==> src/include/ers_pkg.sv <==
// Purpose: constants and carriers for the receive sync/timer status bank
// Assumes: 200 MHz mclk, status page selected by upstream page logic
// Notes:   timer limits are in milliseconds, counted on a shared ms tick
package ers_pkg;
  localparam int unsigned CLK_PERIOD_PS  = 5_000;
  localparam int unsigned MS_PS          = 1_000_000_000;
  localparam int unsigned MS_CYC         = MS_PS / CLK_PERIOD_PS;

  localparam int unsigned HALF_SEC_MS    = 500;
  localparam int unsigned RED_MS         = 100;
  localparam int unsigned TERM_LOSS_MS   = 100;
  localparam int unsigned TERM_ACQ_MS    = 10;
  localparam int unsigned LONG_ALIGN_MS  = 400;
  localparam int unsigned SHORT_ALIGN_MS = 8;
  localparam int unsigned KEEP_ALIVE_MS  = 100;

  localparam logic [4:0] ADDR_SYNC_STATUS = 5'h10;
  localparam logic [4:0] ADDR_RX_FAS      = 5'h11;
  localparam logic [4:0] ADDR_TIMER       = 5'h12;
  localparam logic [4:0] ADDR_NFAS        = 5'h13;
  localparam logic [4:0] ADDR_MFAS        = 5'h14;
  localparam logic [4:0] ADDR_PHASE_HI    = 5'h15;
  localparam logic [4:0] ADDR_PHASE_LO    = 5'h16;
  localparam logic [4:0] ADDR_JITTER      = 5'h17;
  localparam logic [4:0] ADDR_LINE_LEVEL  = 5'h18;
  localparam logic [4:0] ADDR_ALARM_ONE   = 5'h19;
  localparam logic [4:0] ADDR_SPARE_CHG   = 5'h1a;
  localparam logic [4:0] ADDR_IDENT       = 5'h1f;

  // arbitrary neutral identity value
  localparam logic [7:0] CHIP_ID_DEFAULT  = 8'h5c;

  localparam logic [7:0] FAS_RESET        = 8'h00;
  localparam logic [7:0] DATA_RESET       = 8'h00;

  // framer status, all on mclk
  typedef struct packed {
    logic       frame_loss;
    logic       signalling_multiframe_loss;
    logic       crc_multiframe_loss;
    logic       crc_mf_strobe;
    logic       e_bit_one;
    logic       e_bit_two;
    logic       fas_strobe;
    logic [7:0] fas_byte;
    logic       crc_sync_pulse;
    logic       normal_frames;
    logic       ais_status;
  } ers_framer_s;

  // registers kept elsewhere, presented for readback
  typedef struct packed {
    logic [7:0] rx_non_frame_align_signal;
    logic [7:0] rx_multiframe_align_signal;
    logic [7:0] phase_status_high;
    logic [7:0] phase_status_low;
    logic [7:0] jitter_buffer_status;
    logic [7:0] rx_line_level_status;
    logic [7:0] alarm_status_one;
    logic [7:0] spare_bit_change_report;
  } ers_ext_s;
endpackage

==> src/ers_status.sv <==
// Purpose: receive sync/timer status bank, page 03H addresses 10H-1FH
// Assumes: framer inputs on mclk; processor port pins asynchronous
// Notes:   read-only bank; data_in accepted for pin symmetry but never stored
`timescale 1ns/1ps

module ers_status #(
  parameter int unsigned MS_CYCLES = ers_pkg::MS_CYC
) (
  input  wire logic                mclk,
  input  wire logic                resetn,
  input  wire ers_pkg::ers_framer_s framer,
  input  wire ers_pkg::ers_ext_s    ext,
  input  wire logic                free_run,
  input  wire logic                maintenance_option,
  input  wire logic                auto_interworking,
  input  wire logic                page_is_status,
  input  wire logic                cs_n,
  input  wire logic                rd_n,
  input  wire logic [4:0]          addr,
  input  wire logic [7:0]          data_in,
  output logic [7:0]               data_out,
  output logic                     data_oe,
  output logic                     crc_reframe_request
);

  // ---------------- processor port synchronisers ----------------
  logic [6:0] pin_meta;
  logic [6:0] pin_sync;
  logic       rd_active;
  logic [7:0] read_value;
  logic [7:0] next_data_out;
  logic       next_data_oe;

  always_ff @(posedge mclk or negedge resetn) begin
    if (!resetn) begin
      pin_meta <= 7'h7f;
      pin_sync <= 7'h7f;
    end else begin
      pin_meta <= {cs_n, rd_n, addr};
      pin_sync <= pin_meta;
    end
  end

  assign rd_active = !pin_sync[6] && !pin_sync[5] && page_is_status;

  // ---------------- status state ----------------
  logic [17:0] ms_cnt;
  logic [17:0] next_ms_cnt;
  logic        ms_tick;
  logic [8:0]  half_cnt;
  logic [8:0]  next_half_cnt;
  logic [8:0]  red_cnt;
  logic [8:0]  next_red_cnt;
  logic [8:0]  tl_cnt;
  logic [8:0]  next_tl_cnt;
  logic [8:0]  ta_cnt;
  logic [8:0]  next_ta_cnt;
  logic [8:0]  align_cnt;
  logic [8:0]  next_align_cnt;
  logic [8:0]  ka_cnt;
  logic [8:0]  next_ka_cnt;
  logic        align_run;
  logic        next_align_run;
  logic        frame_loss_q;
  logic        next_frame_loss_q;

  logic        rx_e_bit_one;
  logic        next_rx_e_bit_one;
  logic        rx_e_bit_two;
  logic        next_rx_e_bit_two;
  logic        crc_reframe_flag;
  logic        next_crc_reframe_flag;
  logic        frame_loss_alarm;
  logic        next_frame_loss_alarm;
  logic        crc_interworking_flag;
  logic        next_crc_interworking_flag;
  logic [7:0]  rx_fas;
  logic [7:0]  next_rx_fas;
  logic        half_second_toggle;
  logic        next_half_second_toggle;
  logic        one_second_toggle;
  logic        next_one_second_toggle;
  logic        terminal_loss_timer;
  logic        next_terminal_loss_timer;
  logic        terminal_acquire_timer;
  logic        next_terminal_acquire_timer;
  logic        long_align_timer_toggle;
  logic        next_long_align_timer_toggle;
  logic        short_align_timer_toggle;
  logic        next_short_align_timer_toggle;
  logic        crc_align_tick;
  logic        next_crc_align_tick;
  logic        keep_alive_flag;
  logic        next_keep_alive_flag;
  logic        next_reframe_req;

  logic [7:0]  sync_status_word;
  logic [7:0]  timer_status_word;

  always_comb begin
    next_ms_cnt = ms_cnt + 18'h0_0001;
    ms_tick     = 1'b0;
    if (ms_cnt == 18'(MS_CYCLES - 1)) begin
      next_ms_cnt = 18'h0_0000;
      ms_tick     = 1'b1;
    end
    // once aligned, ms phase follows the far-end CRC-4 sync
    if (!framer.crc_multiframe_loss && framer.crc_sync_pulse) begin
      next_ms_cnt = 18'h0_0000;
      ms_tick     = 1'b1;
    end
    next_crc_align_tick = crc_align_tick ^ ms_tick;

    next_rx_e_bit_one = rx_e_bit_one;
    next_rx_e_bit_two = rx_e_bit_two;
    if (framer.crc_mf_strobe) begin
      next_rx_e_bit_one = framer.e_bit_one;
      next_rx_e_bit_two = framer.e_bit_two;
    end

    next_rx_fas = rx_fas;
    if (framer.fas_strobe) begin
      next_rx_fas = framer.fas_byte;
    end

    // red alarm: continuous loss for 100 ms
    next_red_cnt          = red_cnt;
    next_frame_loss_alarm = frame_loss_alarm;
    if (!framer.frame_loss) begin
      next_red_cnt          = 9'h000;
      next_frame_loss_alarm = 1'b0;
    end else if (ms_tick && !frame_loss_alarm) begin
      next_red_cnt = red_cnt + 9'h001;
      if (red_cnt == 9'(ers_pkg::RED_MS - 1)) begin
        next_frame_loss_alarm = 1'b1;
      end
    end

    // keep-alive: AIS held 100 ms
    next_ka_cnt          = ka_cnt;
    next_keep_alive_flag = keep_alive_flag;
    if (!framer.ais_status) begin
      next_ka_cnt          = 9'h000;
      next_keep_alive_flag = 1'b0;
    end else if (ms_tick && !keep_alive_flag) begin
      next_ka_cnt = ka_cnt + 9'h001;
      if (ka_cnt == 9'(ers_pkg::KEEP_ALIVE_MS - 1)) begin
        next_keep_alive_flag = 1'b1;
      end
    end

    // second toggles, frozen in free-run
    next_half_cnt           = half_cnt;
    next_half_second_toggle = half_second_toggle;
    next_one_second_toggle  = one_second_toggle;
    if (free_run) begin
      next_half_cnt = 9'h000;
    end else if (ms_tick) begin
      next_half_cnt = half_cnt + 9'h001;
      if (half_cnt == 9'(ers_pkg::HALF_SEC_MS - 1)) begin
        next_half_cnt           = 9'h000;
        next_half_second_toggle = !half_second_toggle;
        // every second half-second edge
        if (half_second_toggle) begin
          next_one_second_toggle = !one_second_toggle;
        end
      end
    end

    // terminal timers, idle and low in free-run
    next_tl_cnt                 = tl_cnt;
    next_ta_cnt                 = ta_cnt;
    next_terminal_loss_timer    = terminal_loss_timer;
    next_terminal_acquire_timer = terminal_acquire_timer;
    if (free_run) begin
      next_tl_cnt                 = 9'h000;
      next_ta_cnt                 = 9'h000;
      next_terminal_loss_timer    = 1'b0;
      next_terminal_acquire_timer = 1'b0;
    end else begin
      if (!framer.frame_loss) begin
        next_tl_cnt = 9'h000;
      end else if (ms_tick && tl_cnt != 9'(ers_pkg::TERM_LOSS_MS)) begin
        next_tl_cnt = tl_cnt + 9'h001;
        if (tl_cnt == 9'(ers_pkg::TERM_LOSS_MS - 1)) begin
          next_terminal_loss_timer = 1'b1;
        end
      end
      if (framer.frame_loss || !framer.normal_frames) begin
        next_ta_cnt                 = 9'h000;
        next_terminal_acquire_timer = 1'b0;
      end else if (ms_tick && !terminal_acquire_timer) begin
        next_ta_cnt = ta_cnt + 9'h001;
        if (ta_cnt == 9'(ers_pkg::TERM_ACQ_MS - 1)) begin
          next_terminal_acquire_timer = 1'b1;
        end
      end
      // acquire rising wins over a pending loss
      if (next_terminal_acquire_timer && !terminal_acquire_timer) begin
        next_terminal_loss_timer = 1'b0;
      end
    end

    // CRC-4 alignment timers start at basic frame sync
    next_frame_loss_q             = framer.frame_loss;
    next_align_run                = align_run;
    next_align_cnt                = align_cnt;
    next_crc_reframe_flag         = crc_reframe_flag;
    next_crc_interworking_flag    = crc_interworking_flag;
    next_long_align_timer_toggle  = long_align_timer_toggle;
    next_short_align_timer_toggle = short_align_timer_toggle;
    next_reframe_req              = 1'b0;
    if (framer.frame_loss) begin
      next_align_run        = 1'b0;
      next_align_cnt        = 9'h000;
      next_crc_reframe_flag = 1'b0;
    end else if (frame_loss_q) begin
      next_align_run = 1'b1;
      next_align_cnt = 9'h000;
    end else if (!framer.crc_multiframe_loss) begin
      next_align_run             = 1'b0;
      next_crc_reframe_flag      = 1'b0;
      next_crc_interworking_flag = 1'b1;
    end else if (align_run && ms_tick) begin
      next_align_cnt = align_cnt + 9'h001;
      if (align_cnt == 9'(ers_pkg::SHORT_ALIGN_MS - 1)) begin
        next_short_align_timer_toggle = !short_align_timer_toggle;
        next_crc_reframe_flag         = 1'b1;
        next_reframe_req              = maintenance_option && !auto_interworking;
      end
      if (align_cnt == 9'(ers_pkg::LONG_ALIGN_MS - 1)) begin
        next_long_align_timer_toggle = !long_align_timer_toggle;
        next_crc_interworking_flag   = 1'b0;
        next_align_run               = 1'b0;
      end
    end
  end

  always_ff @(posedge mclk or negedge resetn) begin
    if (!resetn) begin
      ms_cnt                   <= 18'h0_0000;
      half_cnt                 <= 9'h000;
      red_cnt                  <= 9'h000;
      tl_cnt                   <= 9'h000;
      ta_cnt                   <= 9'h000;
      align_cnt                <= 9'h000;
      ka_cnt                   <= 9'h000;
      align_run                <= 1'b0;
      frame_loss_q             <= 1'b1;
      rx_e_bit_one             <= 1'b0;
      rx_e_bit_two             <= 1'b0;
      crc_reframe_flag         <= 1'b0;
      frame_loss_alarm         <= 1'b0;
      crc_interworking_flag    <= 1'b0;
      rx_fas                   <= ers_pkg::FAS_RESET;
      half_second_toggle       <= 1'b0;
      one_second_toggle        <= 1'b0;
      terminal_loss_timer      <= 1'b0;
      terminal_acquire_timer   <= 1'b0;
      long_align_timer_toggle  <= 1'b0;
      short_align_timer_toggle <= 1'b0;
      crc_align_tick           <= 1'b0;
      keep_alive_flag          <= 1'b0;
      crc_reframe_request      <= 1'b0;
    end else begin
      ms_cnt                   <= next_ms_cnt;
      half_cnt                 <= next_half_cnt;
      red_cnt                  <= next_red_cnt;
      tl_cnt                   <= next_tl_cnt;
      ta_cnt                   <= next_ta_cnt;
      align_cnt                <= next_align_cnt;
      ka_cnt                   <= next_ka_cnt;
      align_run                <= next_align_run;
      frame_loss_q             <= next_frame_loss_q;
      rx_e_bit_one             <= next_rx_e_bit_one;
      rx_e_bit_two             <= next_rx_e_bit_two;
      crc_reframe_flag         <= next_crc_reframe_flag;
      frame_loss_alarm         <= next_frame_loss_alarm;
      crc_interworking_flag    <= next_crc_interworking_flag;
      rx_fas                   <= next_rx_fas;
      half_second_toggle       <= next_half_second_toggle;
      one_second_toggle        <= next_one_second_toggle;
      terminal_loss_timer      <= next_terminal_loss_timer;
      terminal_acquire_timer   <= next_terminal_acquire_timer;
      long_align_timer_toggle  <= next_long_align_timer_toggle;
      short_align_timer_toggle <= next_short_align_timer_toggle;
      crc_align_tick           <= next_crc_align_tick;
      keep_alive_flag          <= next_keep_alive_flag;
      crc_reframe_request      <= next_reframe_req;
    end
  end

  // live loss levels, no extra latency
  assign sync_status_word = {framer.frame_loss,
                             framer.signalling_multiframe_loss,
                             framer.crc_multiframe_loss,
                             rx_e_bit_one, rx_e_bit_two,
                             crc_reframe_flag, frame_loss_alarm, crc_interworking_flag};
  assign timer_status_word = {half_second_toggle, one_second_toggle,
                              terminal_loss_timer, terminal_acquire_timer,
                              long_align_timer_toggle, short_align_timer_toggle,
                              crc_align_tick, keep_alive_flag};

  // ---------------- read decode ----------------
  always_comb begin
    if (pin_sync[4:0] == ers_pkg::ADDR_SYNC_STATUS) begin
      read_value = sync_status_word;
    end else if (pin_sync[4:0] == ers_pkg::ADDR_RX_FAS) begin
      read_value = rx_fas;
    end else if (pin_sync[4:0] == ers_pkg::ADDR_TIMER) begin
      read_value = timer_status_word;
    end else if (pin_sync[4:0] == ers_pkg::ADDR_NFAS) begin
      read_value = ext.rx_non_frame_align_signal;
    end else if (pin_sync[4:0] == ers_pkg::ADDR_MFAS) begin
      read_value = ext.rx_multiframe_align_signal;
    end else if (pin_sync[4:0] == ers_pkg::ADDR_PHASE_HI) begin
      read_value = ext.phase_status_high;
    end else if (pin_sync[4:0] == ers_pkg::ADDR_PHASE_LO) begin
      read_value = ext.phase_status_low;
    end else if (pin_sync[4:0] == ers_pkg::ADDR_JITTER) begin
      read_value = ext.jitter_buffer_status;
    end else if (pin_sync[4:0] == ers_pkg::ADDR_LINE_LEVEL) begin
      read_value = ext.rx_line_level_status;
    end else if (pin_sync[4:0] == ers_pkg::ADDR_ALARM_ONE) begin
      read_value = ext.alarm_status_one;
    end else if (pin_sync[4:0] == ers_pkg::ADDR_SPARE_CHG) begin
      read_value = ext.spare_bit_change_report;
    end else if (pin_sync[4:0] == ers_pkg::ADDR_IDENT) begin
      read_value = ers_pkg::CHIP_ID_DEFAULT;
    end else begin
      read_value = ers_pkg::DATA_RESET;
    end
    // writes never reach any register here; data_in is left unstored
    next_data_oe  = rd_active;
    next_data_out = rd_active ? read_value : ers_pkg::DATA_RESET;
  end

  always_ff @(posedge mclk or negedge resetn) begin
    if (!resetn) begin
      data_out <= ers_pkg::DATA_RESET;
      data_oe  <= 1'b0;
    end else begin
      data_out <= next_data_out;
      data_oe  <= next_data_oe;
    end
  end

endmodule

==> config.mk <==
export PLATFORM = sky130hd
export DESIGN_NAME = ers_status
export DESIGN_NICKNAME = d
export VERILOG_FILES = /design/src/include/ers_pkg.sv /design/src/ers_status.sv
export SDC_FILE = /design/constraint.sdc
export NUM_CORES = 1
export LEC_CHECK = 0
export ABC_AREA = 1
export BUFFER_PORTS_ARGS = -buffer_cell sky130_fd_sc_hd__buf_2
export CORE_MARGIN = 4
export CORE_UTILIZATION = 23
export CTS_CLUSTER_SIZE = 12
export DETAILED_ROUTE_END_ITERATION = 10
export SLEW_MARGIN = 10
export SYNTH_ARGS = -nofsm -noshare
export SYNTH_HDL_FRONTEND = slang
export SYNTH_SLANG_ARGS = --single-unit
==> constraint.sdc <==
create_clock -name mclk -period 4.76 [get_ports mclk]
set_clock_uncertainty 0.2 [all_clocks]
set_input_delay 0.714 -clock mclk [delete_from_list [all_inputs] [get_ports mclk]]
set_output_delay 0.714 -clock mclk [all_outputs]
set_load 0.005 [all_outputs]
Yosys cells after proc, flatten, opt, wreduce, memory -nomap -nowiden
Index checks and enable logic that the tools add are counted.
Storage, ports and cells
  register bits: 119
  bits of input ports: 103
  output and inout port bits: 10
  word-level logic and storage cells: 179
Operators by class
  add/subtract/negate cells: 7
  eq/ne operators: 33
  muxes and demuxes: 66
  bitwise logic cells: 4
  reduce and logical (&&, ||, !) cells: 41
Operators with widths (number)
  two-way mux 9 bit: 17
  two-way mux 8 bit: 12
  equality test 5 bit, second input constant: 12
  adder 9 x 1 -> 9 bit, second input constant: 6
  two-way mux 18 bit: 2
  two-way mux 1 bit: 34
  equality test 9 x 7 -> 1 bit, second input constant: 3
  adder 18 x 1 -> 18 bit, second input constant: 1
  equality test 18 bit, second input constant: 1
  equality test 9 bit, second input constant: 2
  nonzero test 3 bit: 6
  zero test 1 bit: 12
  inequality test 2 x 1 -> 1 bit, second input constant: 6
  logical AND 1 bit: 10
  AND reduction 5 bit: 2
  equality test 9 x 3 -> 1 bit, second input constant: 1
  equality test 9 x 4 -> 1 bit, second input constant: 1
  inequality test 3 x 1 -> 1 bit, second input constant: 3
  inequality test 9 x 7 -> 1 bit, second input constant: 1
  AND reduction 3 bit: 3
  inequality test 4 x 1 -> 1 bit, second input constant: 2
  AND reduction 2 bit: 4
  AND reduction 4 bit: 2
  two-way mux 7 bit: 1
  other kinds (5): 7

Depth between registers and ports, before layout
Gate-level depths: netlist (run 1).
  depth after elaboration: 14
  gate-level depth with buffers: 13
  mapped depth without buffers: 13

Worst setup path after synthesis (run 1)
Ideal clock, no wire load.
  kind: register -> register
  start point: reg ms_cnt[0]
  end point: reg ta_cnt[8]
  setup time: 0.128 ns
  arrival time: 1.698 ns
  data required time: 4.432 ns
  slack: 2.735 ns
  stages on the path, launching flop included: 9
  path buffers: 0
  period minus slack after synthesis: 2.025 ns
  cell sequence: dfrtp_1 ha_1 nand2_1 nor2_2 nand3_1 o21ai_4 nand2_2 nand2_2 mux2_1
Between the ends
  word-level cells in the longest chain between the ends: 5
RTL lines
  from (decl): line ers_status.sv:47  | logic [17:0] ms_cnt;
  from (signal assigned): line ers_status.sv:266  | ms_cnt <= next_ms_cnt;
  equality test 18 bit: line ers_status.sv:103  | if (ms_cnt == 18'(MS_CYCLES - 1)) begin
  two-way mux 1 bit: line ers_status.sv:103
  two-way mux 1 bit: line ers_status.sv:108  | if (!framer.crc_multiframe_loss && framer.crc_sync_pulse) begin
  logical AND 1 bit: line ers_status.sv:192  | end else if (ms_tick && !terminal_acquire_timer) begin
  nonzero test 3 bit (no line)
  to (signal assigned): line ers_status.sv:270  | ta_cnt <= next_ta_cnt;
  to (decl): line ers_status.sv:56  | logic [8:0] ta_cnt;
Every way passes these cells.
A chain may end at the register's enable or synchronous reset.

Worst setup path after layout (run 1)
  start point: reg ms_cnt[0]
  end point: reg red_cnt[4]
Between the ends
  word-level cells in the longest chain between the ends: 5
RTL lines
  equality test 18 bit: line ers_status.sv:103
  two-way mux 1 bit: line ers_status.sv:103
  two-way mux 1 bit: line ers_status.sv:108
  logical AND 1 bit: line ers_status.sv:132  | end else if (ms_tick && !frame_loss_alarm) begin
  inequality test 2 x 1 -> 1 bit (no line)
  to (signal assigned): line ers_status.sv:268  | red_cnt <= next_red_cnt;
  to (decl): line ers_status.sv:52  | logic [8:0] red_cnt;
Every way passes these cells.

==> reports/qor.csv, run 1 <==
metric;value;unit
rsz0062_at_grt;no;
hold_viol_final;0;
ys_ff_latch;119;
pwr-share-comb;0.075;
multiInputGateArea;2810;sq um
fin_cells;1293;
ir_drop;0.227;mV
synth_flop_cell;dfrtp_1;
vias;5651;
htreeDepth;4;
grt_pass1_vias;5578;
die_w;174;microns
worst_pin_slew;0.901;ns
tns;0;ns
seqPwrFrac;0.417;
critical_path.slowest_cell;o21ai_4;
maxCapViolations;0;
powerDensity;330;nW/um^2
cts_max_path_buffers;2;
drive_gt1_frac;0.181;
antenna_found_initial;2;
yosys.area.top_type;dfrtp_1;
pwr-share-clk;0.508;
slew_headroom;0.399;
die_y;174;microns
fillCellCount;2912;
cts_root_buffer;clkbuf_16;
port-buffer-count;104;
grt.overflow.total;0;
io_pins;113;
yosysTopAreaCellShare;0.411;
cp.required;4.90;ns
die-area;30200;sq um
layout.area.seq;3000;sq um
grt_max_degree;67;
synth_edf_count;0;
fmax;0.344;GHz
area_growth;24.2;%
switching_power;0.666;mW
p_int;1.93;mW
cts_tree;built;
dr.pass1.iters;5;
path_cells;ha_1 -> nand2_1 -> nor2_2 -> nand3_1 -> o21ai_4 -> nand2_1 -> nor3_1 -> a21oi_1 -> nor2_1;
netSwitchingFraction;0.257;
layout_worst_path_cycle_share;0.611;
routed_wl;15800;microns
synth_fp_nets;938;
start_util;0.234;
p_leak;3.58;nW
cp_common_cell;nand2_1;
insertion_delay;0.42;ns
period_minus_slack;2.91;ns
cp.arrival;3.05;ns
grt_pass1_wl;26900;microns
yosysWarningCount;0;
synthCells;826;
synth.distinct_cells;37;
vias_per_cell;4.37;
post_cts_buffers;0;
cts_resized;0;
drc;0;
ys_seq_area_frac;0.474;
setup_viol;0;
crit_type;flop to flop;
hp-class;flop to flop;
n_antenna_cell;0;
status;completed;
mostFrequentLayoutCell;nand2_1;
rrSetupSlack;1.85;ns
slowest_delay;0.69;ns
cts-hold-fix-buffers;0;
final_nets;1051;
crit_path_end_kind;flop;
synthArstFlopShare;1.00;
detail-route-antenna-nets;0;
cp_num_buf_inv;0;
synthTopCellsByArea;dfrtp_1, nand2_1, inv_1, dfstp_2, nor2_1;
numCtsBuffers;17;
wl_per_cell;12.2;microns
dp_hpwl;11700;microns
gp_congestion;0.865;
synth_area_per_cell;7.66;sq um
slew_violations;0;
critical-path-top-delay-family;simple AND/OR/NAND/NOR gates;
clk_pin_slew;0.06;ns
core-area;27000;sq um
crit_fanout;28;
worstSetupStartpointType;flop;
synth_area;6320;sq um
dr.first_iter.drc_count;390;
grtUsageTotal;0.107;
rows;60;
dp.cells;1261;
layout_common_cells;nand2_1, inv_1, dfrtp_1;
clock_sinks;119;
-- metal layers --
layer  wire length, microns  part of all wire  global-route usage
met1                   7430              0.47               0.138
met2                   7000              0.44               0.170
met3                    992             0.063              0.0358
met4                    324             0.021              0.0353
met5                     27            0.0017                   0
-- power groups by stage --
stage | Combinational [mW] | Clock, mW | Sequential (mW)
3_3_place_gp | 0.194 | 0 | 1.10
2_1_floorplan | 0.104 | 0 | 1.09
5_1_grt | 0.229 | 1.41 | 1.09
6_report | 0.195 | 1.32 | 1.08
4_1_cts | 0.199 | 1.36 | 1.08
3_5_place_dp | 0.198 | 0 | 1.10
-- registers in the layout (all words and copies together) (netlist names), 7 cells and up --
register   cells
red_cnt        9
pin_sync       7
tl_cnt         9
pin_meta       7
align_cnt      9
half_cnt       9
ms_cnt        18
rx_fas         8
data_out       8
ta_cnt         9
ka_cnt         9
-- worst paths after layout --
path,startpoint,to,cells after the start
min,pin_meta[4]$_DFF_PN1_,pin_sync[4]$_DFF_PN1_,0
max reg2reg,ms_cnt[0]$_DFF_PN0_,red_cnt[4]$_DFFE_PN0P_,9
max in group asynchronous,resetn,pin_meta[0]$_DFF_PN1_,2
min reg2reg,pin_meta[4]$_DFF_PN1_,pin_sync[4]$_DFF_PN1_,0
min in group asynchronous,resetn,ka_cnt[0]$_DFFE_PN0P_,1
max,ms_cnt[0]$_DFF_PN0_,red_cnt[4]$_DFFE_PN0P_,9
-- cell families after synthesis --
kind of cell    synth area share
buf+inv                   0.0821
fa+ha+maj                 0.0178
mux                      0.00534
flops                      0.474
compound gates             0.105
simple gates               0.290
xor+xnor                  0.0263
-- stage by stage --
stage                     worst slack, ns  total power [mW]   util  hold WS [ns]  instance area, sq um
final                                1.85              2.59  0.291         0.154                  7850
after global routing                 1.45              2.72  0.291         0.155                  7850
after CTS                            1.82              2.64  0.291         0.156                  7850
after detailed placement             1.85              1.30  0.268         0.147                  7240
after global placement               1.90              1.29  0.268         0.146                  7240
after floorplan                      2.73              1.20      -         0.145                  6320
-- synthesized netlist by cell type (7+ instances only) --
cell and count:
a21oi_1 32, dfrtp_1 104, dfstp_2 15, ha_1 9, inv_1 124, nand2_1 185, nand3_1 45, nand4_1 28
nor2_1 97, nor3_1 31, nor4_1 7, o21ai_0 60, o22ai_1 7, or2_2 11, xor2_1 14
-- cell type report --
class,instances,share of cell area
clock buffers,17,0.0542
clock inverters,15,0.0234
inverters,125,0.0597
multi-input cells,571,0.358
flip-flops and latches,119,0.382
well taps,341,0.0543
repair buffers,105,0.0691
Note: power is estimated with default switching activity, not from simulation.
==> run 2: changes to the inputs <==
clock period = 3.01 ns   (was 4.76 ns; I/O delays follow)
==> run 2 against run 1 <==
Against the previous run:
- combinational power rose by 67%
- global-route usage is 0.055 points lower
- critical path depth did not move
- maximum frequency increased by 18%
- largest power group unchanged
- final cell count grew 1.3%
==> reports/qor.csv, run 2 (same netlist as run 1, synthesis figures left out) <==
metric;value;unit
status;completed;
slew_headroom;0.534;
dp_hpwl;12000;microns
dr.pass1.iters;5;
worstSetupStartpointType;flop;
start_util;0.234;
pwr-share-comb;0.080;
grtUsageMet1;0.138;
layout_common_cells;nand2_1, inv_1, dfrtp_1;
area_growth;26.3;%
crit_type;flop to flop;
tns;0;ns
period_minus_slack;2.45;ns
setup_ws;0.557;ns
fillCellCount;2902;
p_int;3.04;mW
grt_pass1_wl;26700;microns
core-area;27000;sq um
vias_per_cell;4.42;
grt_pass1_vias;5581;
crit_path_end_kind;flop;
cts_root_buffer;clkbuf_16;
clock_sinks;119;
cp.required;3.16;ns
grtUsageMet2;0.167;
grt.overflow.total;0;
antenna_found_initial;2;
rsz0062_at_grt;no;
layout.area.seq;3000;sq um
multiInputGateArea;2810;sq um
detail-route-antenna-nets;0;
layout_worst_path_cycle_share;0.815;
grt_util_met3;0.0340;
top_register;ms_cnt;
vias;5796;
die_y;174;microns
seqPwrFrac;0.419;
port-buffer-count;104;
slew_violations;0;
place_ws;0.523;ns
setup_viol;0;
die_w;174;microns
grtUsageTotal;0.107;
die-area;30200;sq um
io_pins;113;
drc;0;
cts_resized;0;
pwr-share-clk;0.501;
dr.first_iter.drc_count;321;
powerDensity;510;nW/um^2
hp-class;input pin to flop;
ir_drop;0.342;mV
largest_reg_flops;18;
final_util;0.296;
crit_fanout;12;
htreeDepth;4;
cts_max_path_buffers;2;
maxCapViolations;0;
mostFrequentLayoutCell;nand2_1;
worst_pin_slew;0.697;ns
cts_tree;built;
clk_pin_slew;0.06;ns
busiest_layer;met2;
grt_max_degree;52;
netSwitchingFraction;0.253;
final_nets;1068;
n_antenna_cell;0;
rows;60;
switching_power;1.03;mW
gp_congestion;0.884;
cp.arrival;2.60;ns
fmax;0.408;GHz
p_leak;3.65;nW
drive_gt1_frac;0.185;
wl_per_cell;12.3;microns
numCtsBuffers;17;
hold_viol_final;0;
insertion_delay;0.42;ns
routed_wl;16100;microns
## run 2: cell count changes in the layout (fill, tap and decap cells not counted)
cell,previous run,this run
clkinv_2,0,1
clkinvlp_4,2,0
clkbuf_1,0,1
clkinv_4,2,5
buf_4,1,9
inv_8,5,2
dlygate4sd3_1,0,9
## run 2: path summary, 6_finish.rpt
| path | startpoint | depth (start not counted) | slack, ns | endpoint |
|---|---|---|---|---|
| min in group asynchronous | resetn | 2 | 0.37 | ka_cnt[0]$_DFFE_PN0P_ |
| max in group asynchronous | resetn | 3 | 1.40 | pin_meta[4]$_DFF_PN1_ |
| worst max register to register | ms_cnt[0]$_DFF_PN0_ | 9 | 0.56 | red_cnt[4]$_DFFE_PN0P_ |
| worst max-delay path | ms_cnt[0]$_DFF_PN0_ | 9 | 0.56 | red_cnt[4]$_DFFE_PN0P_ |
| worst min-delay path | framer[8] | 3 | 0.05 | rx_fas[5]$_DFFE_PN0P_ |
| worst min register to register | pin_meta[4]$_DFF_PN1_ | 0 | 0.16 | pin_sync[4]$_DFF_PN1_ |
## run 2: per-stage QoR
step,cells,hold slack [ns],power [mW],area [sq um]
detailed placement,1269,0.147,2.06,7300
finish,1310,0.0487,4.08,7990
global placement,1269,0.146,2.05,7300
floorplan,826,-0.0441,1.89,6320
global route,1310,0.0499,4.27,7990
CTS,1310,0.0358,4.14,7990
## run 2: layout make-up
cell class              count  area share
repair buffers            122      0.0868
clock inverters            14      0.0208
well taps                 341      0.0534
multi-input cells         571       0.352
flip-flops and latches    119       0.375
inverters                 125      0.0587
clock buffers              18      0.0537
## run 2: repair_timing
| action | 4_1_cts | 5_1_grt |
|---|---|---|
| buffers inserted | 0 | 0 |
| hold buffers | 9 | 0 |
| hold endpoints to repair | 46 | 0 |
## run 2: worst max-delay path, stage by stage (launching register included)
cell     delay [ns]
dfrtp_1        0.37
ha_1           0.18
nand2_1        0.08
nor2_2         0.14
nand3_1        0.17
o21ai_4        0.43
nand2_1        0.33
nor3_1         0.30
a21oi_1        0.11
nor2_1         0.09
## run 2: power by group through the flow
| stage | logic (mW) | clock network [mW] | registers, mW |
|---|---|---|---|
| floorplan | 0.165 | 0 | 1.73 |
| CTS | 0.332 | 2.10 | 1.71 |
| finish | 0.325 | 2.04 | 1.71 |
| detailed placement | 0.320 | 0 | 1.74 |
| global placement | 0.316 | 0 | 1.74 |
| global route | 0.377 | 2.17 | 1.72 |
## run 2: per-layer routing
layer  routed length, microns  vias to the layer above
li1                         -                     2941
met4                      244                        4
met5                       27                        -
met1                     7580                     2671
met2                     7170                      160
met3                     1070                       20
==> run 3: changes to the inputs <==
clock period = 2.4 ns   (was 3.01 ns; I/O delays follow)
==> run 3 against run 2 <==
Against the previous run:
- non-clock buffer count is 22 higher
- cell area grew 2.9%
- clock power increased by 25%
- core utilization up 0.87 points
- sequential share of layout area fell by 1.1 points
- sequential cell count stayed put
- setup slack got worse by 0.38 ns
- critical endpoint is now data_out[2]$_DFF_PN0_
- largest cell class unchanged
==> reports/qor.csv, run 3 (same netlist as run 1, synthesis figures left out) <==
metric;value;unit
vias_per_cell;4.41;
grt_max_degree;50;
rows;60;
layout_common_cells;nand2_1, inv_1, dfrtp_1;
tns;0;ns
powerDensity;624;nW/um^2
final_util;0.304;
detail-route-antenna-nets;0;
dp_hpwl;12000;microns
slew_headroom;0.616;
dr.pass1.iters;5;
multiInputGateArea;2830;sq um
wl_per_cell;12.1;microns
setup_ws;0.175;ns
period_minus_slack;2.22;ns
io_pins;113;
htreeDepth;4;
crit_path_end_kind;flop;
ir_drop;0.401;mV
crit_type;flop to flop;
grt_pass1_vias;5650;
die-area;30200;sq um
drive_gt1_frac;0.197;
gp_congestion;0.869;
largest_reg_flops;18;
cts_tree;built;
grtUsageTotal;0.109;
rsz0062_at_grt;no;
port-buffer-count;104;
mostFrequentLayoutCell;nand2_1;
post_cts_buffers;0;
status;completed;
grt.overflow.total;0;
insertion_delay;0.42;ns
fillCellCount;2888;
die_w;174;microns
dr.first_iter.drc_count;353;
layout.area.seq;3000;sq um
core-area;27000;sq um
maxCapViolations;0;
slew_violations;0;
cp.required;2.55;ns
crit_fanout;10;
vias;5881;
fmax;0.449;GHz
cp.arrival;2.37;ns
cts_max_path_buffers;2;
start_util;0.234;
worstSetupStartpointType;flop;
final_nets;1090;
grt_pass1_wl;27400;microns
clk_pin_slew;0.06;ns
setup_viol;0;
p_leak;3.75;nW
rrSetupSlack;0.18;ns
hold_viol_final;0;
antenna_found_initial;1;
place_ws;0.129;ns
die_y;174;microns
cts_root_buffer;clkbuf_16;
routed_wl;16100;microns
worst_pin_slew;0.574;ns
top_register;ms_cnt;
clock_sinks;119;
hp-class;input pin to flop;
numCtsBuffers;17;
drc;0;
layout_worst_path_cycle_share;0.927;
area_growth;30.0;%
-- run 3: layout make-up --
cell class                 instances  share of cell area
inverter                         125              0.0570
timing repair buffer             144               0.110
antenna                            1            0.000304
multi-input combinational        571               0.344
clock buffer                      18              0.0522
tap                              341              0.0519
clock inverter                    14              0.0198
sequential                       119               0.364
-- run 3: final timing paths --
| check | start | endpoint | cells past startpoint |
|---|---|---|---|
| max in group asynchronous | resetn | pin_sync[2]$_DFF_PN1_ | 3 |
| setup reg to reg | pin_sync[1]$_DFF_PN1_ | data_out[2]$_DFF_PN0_ | 8 |
| hold / removal | framer[15] | crc_interworking_flag$_DFFE_PN0P_ | 2 |
| min in group asynchronous | resetn | ka_cnt[0]$_DFFE_PN0P_ | 2 |
| setup / recovery | pin_sync[1]$_DFF_PN1_ | data_out[2]$_DFF_PN0_ | 8 |
| hold reg to reg | pin_meta[2]$_DFF_PN1_ | pin_sync[2]$_DFF_PN1_ | 0 |
-- run 3: per-stage QoR --
stage | total power [mW] | instances | instance area [sq um] | hold WS (ns)
global placement | 2.58 | 1278 | 7380 | 0.107
detailed placement | 2.59 | 1278 | 7380 | 0.106
CTS | 5.22 | 1332 | 8200 | 0.0243
global route | 5.39 | 1332 | 8220 | 0.0509
finish | 5.13 | 1333 | 8230 | 0.0409
floorplan | 2.38 | 826 | 6320 | -0.136
-- run 3: worst max-delay path, stage by stage, from the launching register on --
cell and delay, ns:
dfstp_2 0.52, inv_1 0.10, nor2_2 0.37, nand2_1 0.13, nor2_1 0.46, nand2_1 0.10
nand4_1 0.12, nand2_1 0.09, inv_1 0.06
-- run 3: layer usage --
metal,global-route usage,wire [microns],up-vias
li1,-,-,2996
met1,0.140,7550,2694
met2,0.176,7320,171
met3,0.0338,989,18
met4,0.0340,273,2
met5,0,13,-
-- run 3: where the power goes --
part | switching [mW] | internal [mW]
logic | 0.253 | 0.184
registers | 0.0469 | 2.10
clock network | 0.996 | 1.56
-- run 3: timing repair --
item / in CTS / in global routing
hold endpoints to repair: 42 / 0
setup endpoints to repair: 0 / 14
gates resized for setup: 0 / 8
hold buffers: 22 / 0
